==> src/rtl/tscfg_regs.svh <==
// Purpose: Offsets, field positions, reset values and timing of the settings register
// Assumes: Included by the settings block and its package users
// Notes: Field positions count within the upper (settings) byte
`ifndef TSCFG_REGS_SVH
`define TSCFG_REGS_SVH

// ****************************************
// Pointer values
// ****************************************
`define TSC_PTR_TEMP 8'h00
`define TSC_PTR_CFG 8'h01
`define TSC_PTR_RST 8'h00

// ****************************************
// Bus address and settings layout
// ****************************************
`define TSC_ADDR_HI 4'h9
`define TSC_CFG_RST 7'h00
`define TSC_RSV_BYTE 8'h00
`define TSC_B_OS 7
`define TSC_B_RES 5
`define TSC_B_FQ 3
`define TSC_B_POL 2
`define TSC_B_MODE 1
`define TSC_B_SD 0

// ****************************************
// Timing
// ****************************************
`define TSC_CLK_MHZ 125
`define TSC_CYC_PER_MS (`TSC_CLK_MHZ * 1000)
`define TSC_CONV9_MS 25
`define TSC_CONV10_MS 50
`define TSC_CONV11_MS 100
`define TSC_CONV12_MS 200

`endif

==> src/rtl/tscfg_pkg.sv <==
// Purpose: Types shared by the settings register block
// Assumes: Nothing beyond the standard language
// Notes: Constants live in tscfg_regs.svh
`default_nettype none
package tscfg_pkg;
  typedef enum logic [3:0] {
    TSC_ST_IDLE = 4'h0,
    TSC_ST_ADDR = 4'h1,
    TSC_ST_ACK_ADDR = 4'h2,
    TSC_ST_PTR = 4'h3,
    TSC_ST_ACK_PTR = 4'h4,
    TSC_ST_WDATA = 4'h5,
    TSC_ST_ACK_WDATA = 4'h6,
    TSC_ST_RDATA = 4'h7,
    TSC_ST_RACK = 4'h8
  } tscfg_bus_e;
  typedef enum logic {
    TSC_SQ_SHUT = 1'b0,
    TSC_SQ_CONV = 1'b1
  } tscfg_seq_e;
endpackage
`default_nettype wire

==> src/rtl/tscfg_top.sv <==
// Purpose: Two-wire slave holding the settings register and the measurement sequencer
// Assumes: scl and sda come from pins; conv_done and ext_rd_data come from logic on ref_clk
// Notes: Reads of other pointers return ext_rd_data; writes to them are refused
`include "tscfg_regs.svh"
`default_nettype none

module tscfg_top import tscfg_pkg::*; #(
  parameter int TMR_W = 25,
  parameter int CONV_9B_CYC = `TSC_CONV9_MS * `TSC_CYC_PER_MS,
  parameter int CONV_10B_CYC = `TSC_CONV10_MS * `TSC_CYC_PER_MS,
  parameter int CONV_11B_CYC = `TSC_CONV11_MS * `TSC_CYC_PER_MS,
  parameter int CONV_12B_CYC = `TSC_CONV12_MS * `TSC_CYC_PER_MS
) (
  // Clock and reset
  input wire logic ref_clk,
  input wire logic rst,
  // Two-wire bus pins
  input wire logic scl_in,
  input wire logic sda_in,
  output logic sda_out,
  output logic sda_oe,
  input wire logic [2:0] strap_address_bits,
  // Other registers of the device
  input wire logic [15:0] ext_rd_data,
  // Conversion engine
  input wire logic conv_done,
  output logic conv_start,
  output logic conv_active,
  output logic sample_store,
  output logic in_shutdown,
  // Settings fields
  output logic [1:0] resolution_select,
  output logic [1:0] fault_queue_depth,
  output logic alarm_polarity,
  output logic alarm_mode_select,
  output logic shutdown_request
);

  // ****************************************
  // Pin synchronisers
  // ****************************************
  logic scl_s1, scl_s2, scl_d, sda_s1, sda_s2, sda_d;
  always_ff @(posedge ref_clk or posedge rst) begin
    if (rst) begin
      scl_s1 <= 1'b1;
      scl_s2 <= 1'b1;
      scl_d <= 1'b1;
      sda_s1 <= 1'b1;
      sda_s2 <= 1'b1;
      sda_d <= 1'b1;
    end else begin
      scl_s1 <= scl_in;
      scl_s2 <= scl_s1;
      scl_d <= scl_s2;
      sda_s1 <= sda_in;
      sda_s2 <= sda_s1;
      sda_d <= sda_s2;
    end
  end

  logic scl_rise, scl_fall, start_ev, stop_ev;
  assign scl_rise = scl_s2 & ~scl_d;
  assign scl_fall = ~scl_s2 & scl_d;
  assign start_ev = scl_s2 & scl_d & sda_d & ~sda_s2;
  assign stop_ev = scl_s2 & scl_d & ~sda_d & sda_s2;

  // ****************************************
  // Read data selection
  // ****************************************
  logic [6:0] cfg_reg, cfg_next;
  logic [7:0] ptr_reg, ptr_next;

  // Bit 15 is never stored, so it reads zero by construction
  function automatic logic [7:0] rd_byte(input logic hi);
    if (ptr_reg == `TSC_PTR_CFG)
      rd_byte = hi ? {1'b0, cfg_reg} : `TSC_RSV_BYTE;
    else
      rd_byte = hi ? ext_rd_data[15:8] : ext_rd_data[7:0];
  endfunction

  // ****************************************
  // Bus slave
  // ****************************************
  tscfg_bus_e st_reg, st_next;
  logic [3:0] cnt_reg, cnt_next;
  logic [7:0] sh_reg, sh_next, ob_reg, ob_next;
  logic drv_reg, drv_next, rw_reg, rw_next, first_reg, first_next;
  logic mack_reg, mack_next, hi_reg, hi_next, cfg_commit;
  logic addr_hit;
  assign addr_hit = (sh_reg[7:1] == {`TSC_ADDR_HI, strap_address_bits});

  always_comb begin
    st_next = st_reg;
    cnt_next = cnt_reg;
    sh_next = sh_reg;
    ob_next = ob_reg;
    drv_next = drv_reg;
    rw_next = rw_reg;
    first_next = first_reg;
    mack_next = mack_reg;
    hi_next = hi_reg;
    ptr_next = ptr_reg;
    cfg_next = cfg_reg;
    cfg_commit = 1'b0;
    if (start_ev) begin
      // Half-received byte is simply dropped
      st_next = TSC_ST_ADDR;
      cnt_next = 4'h0;
      drv_next = 1'b0;
    end else if (stop_ev) begin
      st_next = TSC_ST_IDLE;
      drv_next = 1'b0;
    end else begin
      if (scl_rise && st_reg != TSC_ST_IDLE) begin
        sh_next = {sh_reg[6:0], sda_s2};
        cnt_next = cnt_reg + 4'h1;
        if (st_reg == TSC_ST_RACK)
          mack_next = ~sda_s2;
      end
      if (scl_fall) begin
        unique case (st_reg)
          TSC_ST_IDLE: begin
          end
          TSC_ST_ADDR: begin
            if (cnt_reg == 4'h8) begin
              cnt_next = 4'h0;
              if (addr_hit) begin
                rw_next = sh_reg[0];
                drv_next = 1'b1;
                st_next = TSC_ST_ACK_ADDR;
              end else begin
                st_next = TSC_ST_IDLE;
              end
            end
          end
          TSC_ST_ACK_ADDR: begin
            cnt_next = 4'h0;
            if (rw_reg) begin
              ob_next = rd_byte(1'b1);
              drv_next = ~ob_next[7];
              hi_next = 1'b0;
              st_next = TSC_ST_RDATA;
            end else begin
              drv_next = 1'b0;
              st_next = TSC_ST_PTR;
            end
          end
          TSC_ST_PTR: begin
            if (cnt_reg == 4'h8) begin
              cnt_next = 4'h0;
              ptr_next = sh_reg;
              drv_next = 1'b1;
              st_next = TSC_ST_ACK_PTR;
            end
          end
          TSC_ST_ACK_PTR: begin
            drv_next = 1'b0;
            cnt_next = 4'h0;
            first_next = 1'b1;
            st_next = TSC_ST_WDATA;
          end
          TSC_ST_WDATA: begin
            if (cnt_reg == 4'h8) begin
              cnt_next = 4'h0;
              first_next = 1'b0;
              if (ptr_reg == `TSC_PTR_CFG) begin
                // Later bytes are acked but dropped
                cfg_commit = first_reg;
                if (first_reg)
                  cfg_next = sh_reg[6:0];
                drv_next = 1'b1;
                st_next = TSC_ST_ACK_WDATA;
              end else begin
                st_next = TSC_ST_IDLE;
              end
            end
          end
          TSC_ST_ACK_WDATA: begin
            drv_next = 1'b0;
            cnt_next = 4'h0;
            st_next = TSC_ST_WDATA;
          end
          TSC_ST_RDATA: begin
            if (cnt_reg == 4'h8) begin
              cnt_next = 4'h0;
              drv_next = 1'b0;
              st_next = TSC_ST_RACK;
            end else begin
              ob_next = {ob_reg[6:0], 1'b0};
              drv_next = ~ob_reg[6];
            end
          end
          TSC_ST_RACK: begin
            // Ack clock already bumped the count; next byte needs all eight
            cnt_next = 4'h0;
            if (mack_reg) begin
              ob_next = rd_byte(hi_reg);
              drv_next = ~ob_next[7];
              hi_next = ~hi_reg;
              st_next = TSC_ST_RDATA;
            end else begin
              drv_next = 1'b0;
              st_next = TSC_ST_IDLE;
            end
          end
        endcase
      end
    end
  end

  always_ff @(posedge ref_clk or posedge rst) begin
    if (rst) begin
      st_reg <= TSC_ST_IDLE;
      cnt_reg <= 4'h0;
      sh_reg <= 8'h00;
      ob_reg <= 8'h00;
      drv_reg <= 1'b0;
      rw_reg <= 1'b0;
      first_reg <= 1'b0;
      mack_reg <= 1'b0;
      hi_reg <= 1'b1;
      ptr_reg <= `TSC_PTR_RST;
      cfg_reg <= `TSC_CFG_RST;
    end else begin
      st_reg <= st_next;
      cnt_reg <= cnt_next;
      sh_reg <= sh_next;
      ob_reg <= ob_next;
      drv_reg <= drv_next;
      rw_reg <= rw_next;
      first_reg <= first_next;
      mack_reg <= mack_next;
      hi_reg <= hi_next;
      ptr_reg <= ptr_next;
      cfg_reg <= cfg_next;
    end
  end

  // Open drain: only ever pulls low
  assign sda_out = 1'b0;
  assign sda_oe = drv_reg;

  // ****************************************
  // Settings fields
  // ****************************************
  assign resolution_select = cfg_reg[`TSC_B_RES +: 2];
  assign fault_queue_depth = cfg_reg[`TSC_B_FQ +: 2];
  assign alarm_polarity = cfg_reg[`TSC_B_POL];
  assign alarm_mode_select = cfg_reg[`TSC_B_MODE];
  assign shutdown_request = cfg_reg[`TSC_B_SD];

  // ****************************************
  // Measurement sequencer
  // ****************************************
  function automatic logic [TMR_W-1:0] conv_limit(input logic [1:0] res);
    unique case (res)
      2'h0: conv_limit = TMR_W'(CONV_9B_CYC);
      2'h1: conv_limit = TMR_W'(CONV_10B_CYC);
      2'h2: conv_limit = TMR_W'(CONV_11B_CYC);
      2'h3: conv_limit = TMR_W'(CONV_12B_CYC);
    endcase
  endfunction

  tscfg_seq_e sq_reg, sq_next;
  logic [TMR_W-1:0] tmr_reg, tmr_next;
  logic pend_reg, pend_next, start_reg, start_next, store_reg, store_next;
  logic end_conv;
  // Engine that never answers is cut off at the conversion time of the selected resolution
  assign end_conv = (sq_reg == TSC_SQ_CONV) &&
    (conv_done || tmr_reg >= conv_limit(resolution_select));

  always_comb begin
    sq_next = sq_reg;
    tmr_next = tmr_reg;
    pend_next = pend_reg;
    start_next = 1'b0;
    store_next = 1'b0;
    unique case (sq_reg)
      TSC_SQ_SHUT: begin
        if (!shutdown_request || pend_reg) begin
          sq_next = TSC_SQ_CONV;
          tmr_next = '0;
          start_next = 1'b1;
        end
      end
      TSC_SQ_CONV: begin
        if (end_conv) begin
          store_next = 1'b1;
          tmr_next = '0;
          if (shutdown_request) begin
            sq_next = TSC_SQ_SHUT;
            pend_next = 1'b0;
          end else begin
            start_next = 1'b1;
          end
        end else begin
          tmr_next = tmr_reg + 1'b1;
        end
      end
    endcase
    // Set only while shut, so a trigger written during a conversion is dropped
    if (cfg_commit && sh_reg[`TSC_B_OS] && sq_reg == TSC_SQ_SHUT)
      pend_next = 1'b1;
  end

  always_ff @(posedge ref_clk or posedge rst) begin
    if (rst) begin
      // Starts shut for one cycle, then leaves since the shutdown bit is clear
      sq_reg <= TSC_SQ_SHUT;
      tmr_reg <= '0;
      pend_reg <= 1'b0;
      start_reg <= 1'b0;
      store_reg <= 1'b0;
    end else begin
      sq_reg <= sq_next;
      tmr_reg <= tmr_next;
      pend_reg <= pend_next;
      start_reg <= start_next;
      store_reg <= store_next;
    end
  end

  assign conv_start = start_reg;
  assign sample_store = store_reg;
  assign conv_active = (sq_reg == TSC_SQ_CONV);
  assign in_shutdown = (sq_reg == TSC_SQ_SHUT);
endmodule
`default_nettype wire

==> config.mk <==
export PLATFORM = sky130hd
export DESIGN_NAME = tscfg_top
export DESIGN_NICKNAME = d
export VERILOG_FILES = /design/src/rtl/tscfg_pkg.sv /design/src/rtl/tscfg_top.sv
export VERILOG_INCLUDE_DIRS = /design/src /design/src/rtl
export SDC_FILE = /design/constraint.sdc
export NUM_CORES = 1
export LEC_CHECK = 0
export ABC_AREA = 1
export BUFFER_PORTS_ARGS = -buffer_cell sky130_fd_sc_hd__buf_2
export CAP_MARGIN = 20
export CELL_PAD_IN_SITES_DETAIL_PLACEMENT = 1
export CELL_PAD_IN_SITES_GLOBAL_PLACEMENT = 2
export CORE_ASPECT_RATIO = 1.25
export CORE_MARGIN = 2
export CORE_UTILIZATION = 38
export DETAILED_ROUTE_END_ITERATION = 10
export MAX_ROUTING_LAYER = met4
export PLACE_DENSITY = 0.95
export SYNTH_ARGS = -nofsm -noshare
export SYNTH_HDL_FRONTEND = slang
export SYNTH_SLANG_ARGS = --single-unit
==> constraint.sdc <==
create_clock -name ref_clk -period 6.4 [get_ports ref_clk]
set_clock_uncertainty 0.2 [all_clocks]
set_input_delay 0.32 -clock ref_clk [delete_from_list [all_inputs] [get_ports ref_clk]]
set_output_delay 0.32 -clock ref_clk [all_outputs]
set_load 0.02 [all_outputs]
==> results of run 1 <==
[cells in the final DEF, fill, tap and decap left out, drive strengths merged]
cell         instances
nand2              230
inv                 90
nor2                83
dfrtp               71
o21ai               45
buf                 38
nand3               28
a21oi               24
ha                  22
xor2                17
nand4               12
clkbuf              10
nor3                10
dfstp                7
clkinv               7
xnor2                6
nand3b               5
a31oi                3
o22ai                3
dlygate4sd3          3
a211oi               1
o21bai               1
mux2                 1
o2111ai              1
a22oi                1
conb                 1
bufinv               1
[logic make-up (layout without fill, tap and decap cells)]
kind of cell / Yosys count / count (layout) / share of synthesized area (%)
AND/OR/NAND/NOR: 368 / 368 / 32.2
flip-flops: 78 / 78 / 39.8
adder cells (fa/ha/maj): 22 / 22 / 5.58
multiplexers: 1 / 1 / 0.228
AO/OA/AOI/OAI: 79 / 79 / 9.31
XOR/XNOR: 23 / 23 / 4.08
buffers and inverters: 105 / 149 / 8.73
other: 1 / 1 / 0.0760
[power breakdown]
part / total (mW) / switching (mW) / internal, mW
Sequential: 0.637 / 0.0677 / 0.569
Clock: 0.516 / 0.214 / 0.301
Combinational: 0.376 / 0.252 / 0.124
[what timing repair did]
item,4_1_cts,5_1_grt
hold endpoints to repair,2,9
hold buffers,2,1
resized for setup,0,0
setup buffers,0,0
[path summary, 6_finish.rpt]
check,start,endpoint,slack [ps],cells after the start
min in group asynchronous,rst,conv_start,300,4
setup reg to reg,cfg_reg[5],tmr_reg[13],3720,14
hold reg to reg,scl_s1,scl_s2,150,0
max in group asynchronous,rst,hi_reg,5070,5
hold / removal,ext_rd_data[0],ob_reg[0],150,5
setup / recovery,cfg_reg[5],tmr_reg[13],3720,14
[final cells by class]
class	count	area [µm²]	share of cell area (%)
multi-input combinational	494	2550	45.4
sequential	78	1960	35.0
inverter	92	352	6.27
timing repair buffer	41	248	4.42
clock buffer	10	229	4.08
tap	168	210	3.75
clock inverter	6	62.6	1.12
[stage by stage]
step / area [µm²] / hold slack (ps) / setup slack [ps] / instances
after global routing: 5610 / 159 / 3470 / 889
after CTS: 5570 / 134 / 3690 / 887
after floorplan: 4930 / 124 / 3900 / 677
after global placement: 5260 / 146 / 3870 / 869
final: 5610 / 155 / 3720 / 889
after detailed placement: 5260 / 147 / 3730 / 869
[cell usage after synthesis (all sizes together)]
cell | n | area (µm²)
clkinv | 1 | 8.76
mux2 | 1 | 11.3
ha | 22 | 275
a22oi | 1 | 7.51
conb | 1 | 3.75
xor2 | 17 | 149
a21oi | 24 | 139
dfrtp | 71 | 1780
dfstp | 7 | 184
a31oi | 3 | 18.8
a211oi | 1 | 7.51
nor3 | 10 | 71.3
buf | 8 | 61.3
o21ai | 45 | 251
nand2 | 230 | 886
nand3 | 28 | 165
xnor2 | 6 | 52.6
o21bai | 1 | 7.51
nand3b | 5 | 37.5
clkbuf | 5 | 18.8
nor2 | 83 | 349
o22ai | 3 | 18.8
nand4 | 12 | 81.3
inv | 91 | 342
o2111ai | 1 | 8.76
[layer usage]
layer / up-vias / track usage [%] / wire (µm)
met5: - / - / 0
met4: 0 / 9.14 / 442
met3: 28 / 3.72 / 326
met2: 46 / 38.6 / 7310
met1: 2187 / 26.3 / 6120
li1: 2204 / - / -
[critical path: stages (launching register included)]
cell and delay [ps]:
sky130_fd_sc_hd__dfrtp_1 440, sky130_fd_sc_hd__nor2_1 300, sky130_fd_sc_hd__inv_1 90, sky130_fd_sc_hd__ha_1 320
sky130_fd_sc_hd__nand2_1 110, sky130_fd_sc_hd__inv_1 40, sky130_fd_sc_hd__nand2_1 60, sky130_fd_sc_hd__nand3_1 80
sky130_fd_sc_hd__nand2_1 70, sky130_fd_sc_hd__nand2_1 60, sky130_fd_sc_hd__nand2_1 80, sky130_fd_sc_hd__nand2_2 120
sky130_fd_sc_hd__nor2_4 410, sky130_fd_sc_hd__nand2_1 130, sky130_fd_sc_hd__nand2_1 90
==> metrics list, run 1 <==
* Run status: finished clean
- For this run, the number of Yosys warnings is 0.
- Measured on the finished design, the core utilization comes to 44.3%.
- The worst setup path is of the flip-flop to flip-flop kind.
* Final period util: 41.9%
* Clock latency at the later pin of the worst-skew pair: 350 ps
* Max-slew violation total from the final report: 0
* Synthesized area per cell: 7.29 µm²
- Highest clock rate: 373 MHz
- Global placer's final weighted congestion: 0.913
- Least-Margin Pin Slew: 618 ps
- In the synthesized netlist, the number of instances is 677.
* Vias in the first global route: 4845
- Number of failing hold endpoints at the final stage: 0
- CTS HTree Levels: 3
- Total CTS buffers: 9
- Root cell of the clock tree: sky130_fd_sc_hd__clkbuf_16
- Count of input and output buffers: 35
* Average detailed-routed wire length per instance: 16.0 µm
* Min-delay worst type: primary input to flip-flop
- In this run the deepest clock path goes through 2 buffers.
- The first routing iteration left 190 violations.
* # Max-Cap Violations: 0
* Kind of launch point of the worst setup path: flip-flop
- Cells with a size suffix above 1 make up 14.8% of the layout.
- Summed over all failing endpoints, the final setup total negative slack is 0 ps.
* Ports placed on the boundary: 37
* Flip-flop and latch count after synthesis: 78
* Synthesized Nets: 723
* Proportion of synthesized chip area in sequential cells: 39.8%
* Leakage: 2.94 nW
- Across all layers, the routed design uses 4465 vias.
- Maximum vdd ir drop: 0.000213 V
* Combined area of all synthesized cells: 4930 µm²
- Global routing finished with a remaining overflow of 0.
* CTS tree: done
- Standard-cell row count: 46
- HPWL after DPL: 10.9 mm
- Entering global routing, the biggest net connects 79 pins.
- Global-route wire length before repair: 24.1 mm
* Final setup vio count: 0
- The completed layout was analyzed and its total power is 1.53 mW.
* Highest fanout seen on the critical path: 20
- The worst setup path is captured at a flip-flop.
- CTS clock-pin slew for the worst setup and hold paths: 60 ps
- Minimum clock period: 2680 ps
* Number of antenna violations at the first check in global routing: 0
* Detailed-route vias per instance: 5.02
- The die is 131 µm tall.
- Across every metal layer, demand over resource in global routing totals 22.6%.
* DR pass1 iterations: 4
* Power density over the cells: 273 nW/µm²
- Data arrival time of the critical path: 2760 ps
- The initial utilization of the core area, before any placement, comes to 39.0%.
* Area of the die: 13900 µm²
- Layout overhead on the synthesized area: 13.7%
- Setup repair after global routing left no endpoint under its margin.
* Die boundary width: 106 µm
* Flip-flop count of the largest register, all copies and words added: 25
* Library cells used by synthesis: 39
- In this run the tightest slew margin relative to its limit is 58.7%.
- The filler cells instantiated in the layout total 1616.
- Counting every sink on the clock net gives 78.
* Number of nets at the end of the flow: 762
- In this run the remaining antenna-violating nets after routing total 0.
- At the worst endpoint, the required time is 6480 ps.
- DRC Markers: 0
* Area of the placeable core: 12700 µm²
- Diode insertion count for antenna repair: 0
- Sum of routed wire length over all layers: 14.2 mm
(Power assumes the default switching activity.)
==> run 2, diff against run 1 <==
--- a/config.mk
+++ b/config.mk
@@ -6,17 +6,17 @@
 export SDC_FILE = /design/constraint.sdc
 export NUM_CORES = 1
 export LEC_CHECK = 0
-export ABC_AREA = 1
+export ABC_AREA = 0
 export BUFFER_PORTS_ARGS = -buffer_cell sky130_fd_sc_hd__buf_2
 export CAP_MARGIN = 20
 export CELL_PAD_IN_SITES_DETAIL_PLACEMENT = 1
 export CELL_PAD_IN_SITES_GLOBAL_PLACEMENT = 2
 export CORE_ASPECT_RATIO = 1.25
 export CORE_MARGIN = 2
-export CORE_UTILIZATION = 38
+export CORE_UTILIZATION = 35
 export DETAILED_ROUTE_END_ITERATION = 10
 export MAX_ROUTING_LAYER = met4
-export PLACE_DENSITY = 0.95
+export PLACE_DENSITY = 0.85
 export SYNTH_ARGS = -nofsm -noshare
 export SYNTH_HDL_FRONTEND = slang
 export SYNTH_SLANG_ARGS = --single-unit
==> constraint.sdc (replaced) <==
create_clock -name ref_clk -period 2.2 [get_ports ref_clk]
set_clock_uncertainty 0.2 [all_clocks]
set_input_delay 0.11 -clock ref_clk [delete_from_list [all_inputs] [get_ports ref_clk]]
set_output_delay 0.11 -clock ref_clk [all_outputs]
set_load 0.02 [all_outputs]
==> run 2 against run 1 <==
  * The flow now finishes with violations (negative setup slack)
  * Clock power grew to 3.0 times the previous value
  * Routed wire length grew 3.3%
  * Register-to-register slack lost 4300 ps
  * Non-clock buffer count grew 98
  * Maximum frequency shrank 4.2%
  * Sequential share of layout area shrank 4.0 points
  * Clock-buffer cell count grew 4
  * Critical path type unchanged
  * Global-route usage shrank 1.0 points
  * Largest cell class unchanged
==> metrics list, run 2 <==
* Die boundary width: 107 µm (was 106 µm)
* Violations in the final reports: negative setup slack
- Highest fanout seen on the critical path: 8 (was 20)
- The number of remaining DRC errors was 0 (unchanged).
* Most used standard cell by instance count after synthesis: sky130_fd_sc_hd__dfrtp_1 (was sky130_fd_sc_hd__nand2_1)
- GRT Overall Usage: 21.6% (was 22.6%)
- Setup slack, reg-to-reg: -600 ps (was 3720 ps)
- The most frequent standard cell in the layout excluding fill and tap cells is sky130_fd_sc_hd__buf_4 (was sky130_fd_sc_hd__nand2_1).
- Sum of routed wire length over all layers: 14.7 mm (was 14.2 mm)
- The worst-case vdd ir drop is 0.000570 V (was 0.000213 V).
* Number of warnings issued by yosys: 0 (unchanged)
* Diode insertion count for antenna repair: 0 (unchanged)
- The number of synthesized flops with an enable pin was 0 (unchanged).
* Initial detailed-routing violation count: 164 (was 190)
- The tightest slew margin relative to the limit came to 60.1% (was 58.7%).
- The CTS sink count came to 78 (unchanged).
- Leading post-synthesis cells by instance count: 71 x sky130_fd_sc_hd__dfrtp_1, 42 x sky130_fd_sc_hd__nand2_1, 31 x sky130_fd_sc_hd__mux2_2, 31 x sky130_fd_sc_hd__nor2_1, 22 x sky130_fd_sc_hd__ha_1 (was 223 x sky130_fd_sc_hd__nand2_1, 85 x sky130_fd_sc_hd__inv_1, 74 x sky130_fd_sc_hd__nor2_1).
* Share of cells above drive strength 1: 40.0% (was 14.8%)
* Minimum clock period: 2800 ps (was 2680 ps)
* Main area contributors after synthesis: sky130_fd_sc_hd__dfrtp_1 39%, sky130_fd_sc_hd__mux2_2 7.6%, sky130_fd_sc_hd__ha_1 6.0% (was sky130_fd_sc_hd__dfrtp_1 36%, sky130_fd_sc_hd__nand2_1 17%, sky130_fd_sc_hd__inv_1 6.5%)
* Post-Synthesis Cells: 456 (was 677)
- FFs w/ async S/R, synth: 100% (unchanged)
- List of cells traversed by the critical path: nor2_4 -> inv_2 -> ha_4 -> nand4b_1 -> nor4_2 -> nor3_2 -> a31oi_4 -> buf_6 -> o31ai_4 -> mux2_4 (was nor2_1 -> inv_1 -> ha_1 -> nand2_1 -> inv_1 -> nand2_1 -> nand3_1 -> nand2_1 -> nand2_1 -> nand2_1 -> nand2_2 -> nor2_4 -> nand2_1 -> nand2_1).
- The cell row count is 46 (unchanged).
- The total I/O pin count was 37 (unchanged).
- Global-route wire length before repair: 23.3 mm (was 24.1 mm)
- Min-delay worst type: primary input to flip-flop (unchanged)
* HPWL after DPL: 10.8 mm (was 10.9 mm)
- The area growth from synthesis to layout is 38.0% (was 13.7%).
- The number of detailed-routing iterations run before antenna repair came to 7 (was 4).
- Global placer's final weighted congestion: 0.869 (was 0.913)
- The post-placement cell count came to 724 (was 869).
* Combined area of all synthesized cells: 4600 µm² (was 4930 µm²)
* Cell with the largest stage delay on the worst path: sky130_fd_sc_hd__dfrtp_2 (was sky130_fd_sc_hd__dfrtp_1)
- CP Data Required Time: 2220 ps (was 6480 ps)
- The total number of H-tree levels was 3 (unchanged).
- Kind of launch point of the worst setup path: flip-flop (unchanged)
* Proportion of synthesized chip area in sequential cells: 42.6% (was 39.8%)
- Run status: finished, violations left (was finished clean).
- Number of failing hold endpoints at the final stage: 0 (unchanged)
- The synthesized area per cell came to 10.1 µm² (was 7.29 µm²).
* Number of buffers between clock root and the deepest sink: 2 (unchanged)
* Total vias in the final route: 4217 (was 4465)
- Final worst-path setup slack: -597 ps (was 3720 ps)
* Crit path kind: flip-flop to flip-flop (unchanged)
- The latest clock arrival within the worst-skew pair came to 340 ps (was 350 ps).
- Count of input and output buffers: 35 (unchanged)
- The chip height was 132 µm (was 131 µm).
* Library cell with the largest summed area after synthesis: sky130_fd_sc_hd__dfrtp_1 (unchanged)
- The total core area is 12800 µm² (was 12700 µm²).
- Detailed-route vias per instance: 5.56 (was 5.02)
- The setup-violating endpoint count in the final report is 29 (was 0).
- The overall power consumption is 4.44 mW (was 1.53 mW).
- Highest-count cells in the layout ignoring fill and taps: 81 x sky130_fd_sc_hd__buf_4, 68 x sky130_fd_sc_hd__dfrtp_1, 39 x sky130_fd_sc_hd__nand2_1 (was 223 x sky130_fd_sc_hd__nand2_1, 84 x sky130_fd_sc_hd__inv_1, 74 x sky130_fd_sc_hd__nor2_1).
- Data arrival time of the critical path: 2820 ps (was 2760 ps)
* Total CTS buffers: 9 (unchanged)
- The static leakage power is 2.83 nW (was 2.94 nW).
- The number of flip-flops in the largest register was 25 (unchanged).
- RSZ-0062 raised after global routing: true (was false).
- Max-slew violation total from the final report: 0 (unchanged)
- CTS clock-pin slew for the worst setup and hold paths: 60 ps (about the same)
* Least-Margin Pin Slew: 597 ps (was 618 ps)
- The pin count of the biggest net entering global routing is 27 (was 79).
* Library cells used by synthesis: 70 (was 39)
- The total of fill cells in the finished design is 1442 (was 1616).
- The count of max-cap constraint violations came to 0 (unchanged).
* Final period util: 127% (was 41.9%)
* CTS tree: done (unchanged)
* CP endpoint kind: flip-flop (unchanged)
- The fmax is 358 MHz (was 373 MHz).
* Number of antenna violations at the first check in global routing: 0 (unchanged)
* Starting Density: 36.0% (was 39.0%)
- Congestion Overflow GR: 0 (unchanged)
- Area of the die: 14100 µm² (was 13900 µm²)
* Top flip-flop cell by instance count after synthesis: sky130_fd_sc_hd__dfrtp_1 (unchanged)
* Root cell of the clock tree: sky130_fd_sc_hd__clkbuf_16 (unchanged)
* Synthesized Nets: 502 (was 723)
* Post-layout instance count excluding filler cells: 758 (was 889)
- Power density over the cells: 699 nW/µm² (was 273 nW/µm²)
* Number of nets at the end of the flow: 632 (was 762)
- The detail-routed net length per standard cell was 19.4 µm (was 16.0 µm).
- Top-area cell type share of the netlist area: 38.6% (was 36.0%)
- The post-synthesis register bit count was 78 (unchanged).
- The delay contributed by the slowest stage of the critical path came to 470 ps (was 440 ps).
- The final antenna-violating net count was 0 (unchanged).
- Vias in the first global route: 4521 (was 4845)
==> run 2: per-stage QoR <==
step	setup WS (ps)	cell area [µm²]	setup TNS [ps]	util, %	hold WS, ps
floorplan	-305	4650	-7090	-	-85.5
global placement	-428	5650	-11090	44.2	-19.3
detailed placement	-550	5650	-13990	44.2	-1.49
CTS	-492	6190	-12470	48.5	18.3
global route	-654	6350	-17020	49.7	66.9
finish	-597	6350	-14960	49.7	43.5
==> run 2: cells by family after synthesis <==
kind of cell,after synthesis,synth area share [%]
and+or+nand+nor,169,21.0
adders and majority gates,22,5.98
muxes,34,8.24
DFF,78,42.6
AOI/OAI and AO/OA,111,17.4
buffers and inverters,35,3.56
other,1,0.0815
xor gates and xnor gates,6,1.14
==> run 2: worst max-delay path, delay by kind of cell, from the launching register on <==
kind            cells  cell delay, ps
mux                 1             290
fa+ha+maj           1             270
simple gates        4             790
flops               1             470
compound gates      2             380
buf+inv             2             280
==> run 2: layout make-up <==
| type | count | area [µm²] | share of cell area (%) |
|---|---|---|---|
| Clock buffer | 14 | 274 | 4.31 |
| Clock inverter | 1 | 30.0 | 0.473 |
| Inverter | 15 | 60.1 | 0.946 |
| Multi-Input combinational cell | 343 | 2720 | 42.8 |
| Sequential cell | 78 | 1960 | 30.9 |
| Tap cell | 168 | 210 | 3.31 |
| Timing Repair Buffer | 139 | 1090 | 17.2 |
==> run 2: where the power goes <==
group | switching [mW] | total, mW | internal [mW]
sequential | 0.227 | 1.88 | 1.65
combinational | 0.506 | 1.03 | 0.521
clock | 0.570 | 1.54 | 0.967
==> run 2: worst paths after layout <==
check / cells past startpoint / start / to
max in group asynchronous: 4 / rst / cfg_reg[6]
setup / recovery: 10 / cfg_reg[5] / tmr_reg[14]
min in group asynchronous: 3 / rst / ptr_reg[4]
hold / removal: 5 / conv_done / pend_reg
setup reg to reg: 10 / cfg_reg[5] / tmr_reg[14]
hold reg to reg: 0 / sda_s1 / sda_s2
==> run 2: per-layer routing <==
metal,GRT usage [%],part of all wire [%],vias to the layer above
li1,-,-,1976
met2,37.6,53,84
met5,-,0,-
met4,7.86,2.5,0
met1,25.4,41,2128
met3,2.57,3.1,29
==> run 2: timing repair <==
item	CTS	global route
hold buffers	10	0
hold endpoints to repair	31	0
gates cloned	0	0
resized for setup	17	26
pin swaps	6	16
buffers inserted	4	5
setup endpoints to repair	30	45
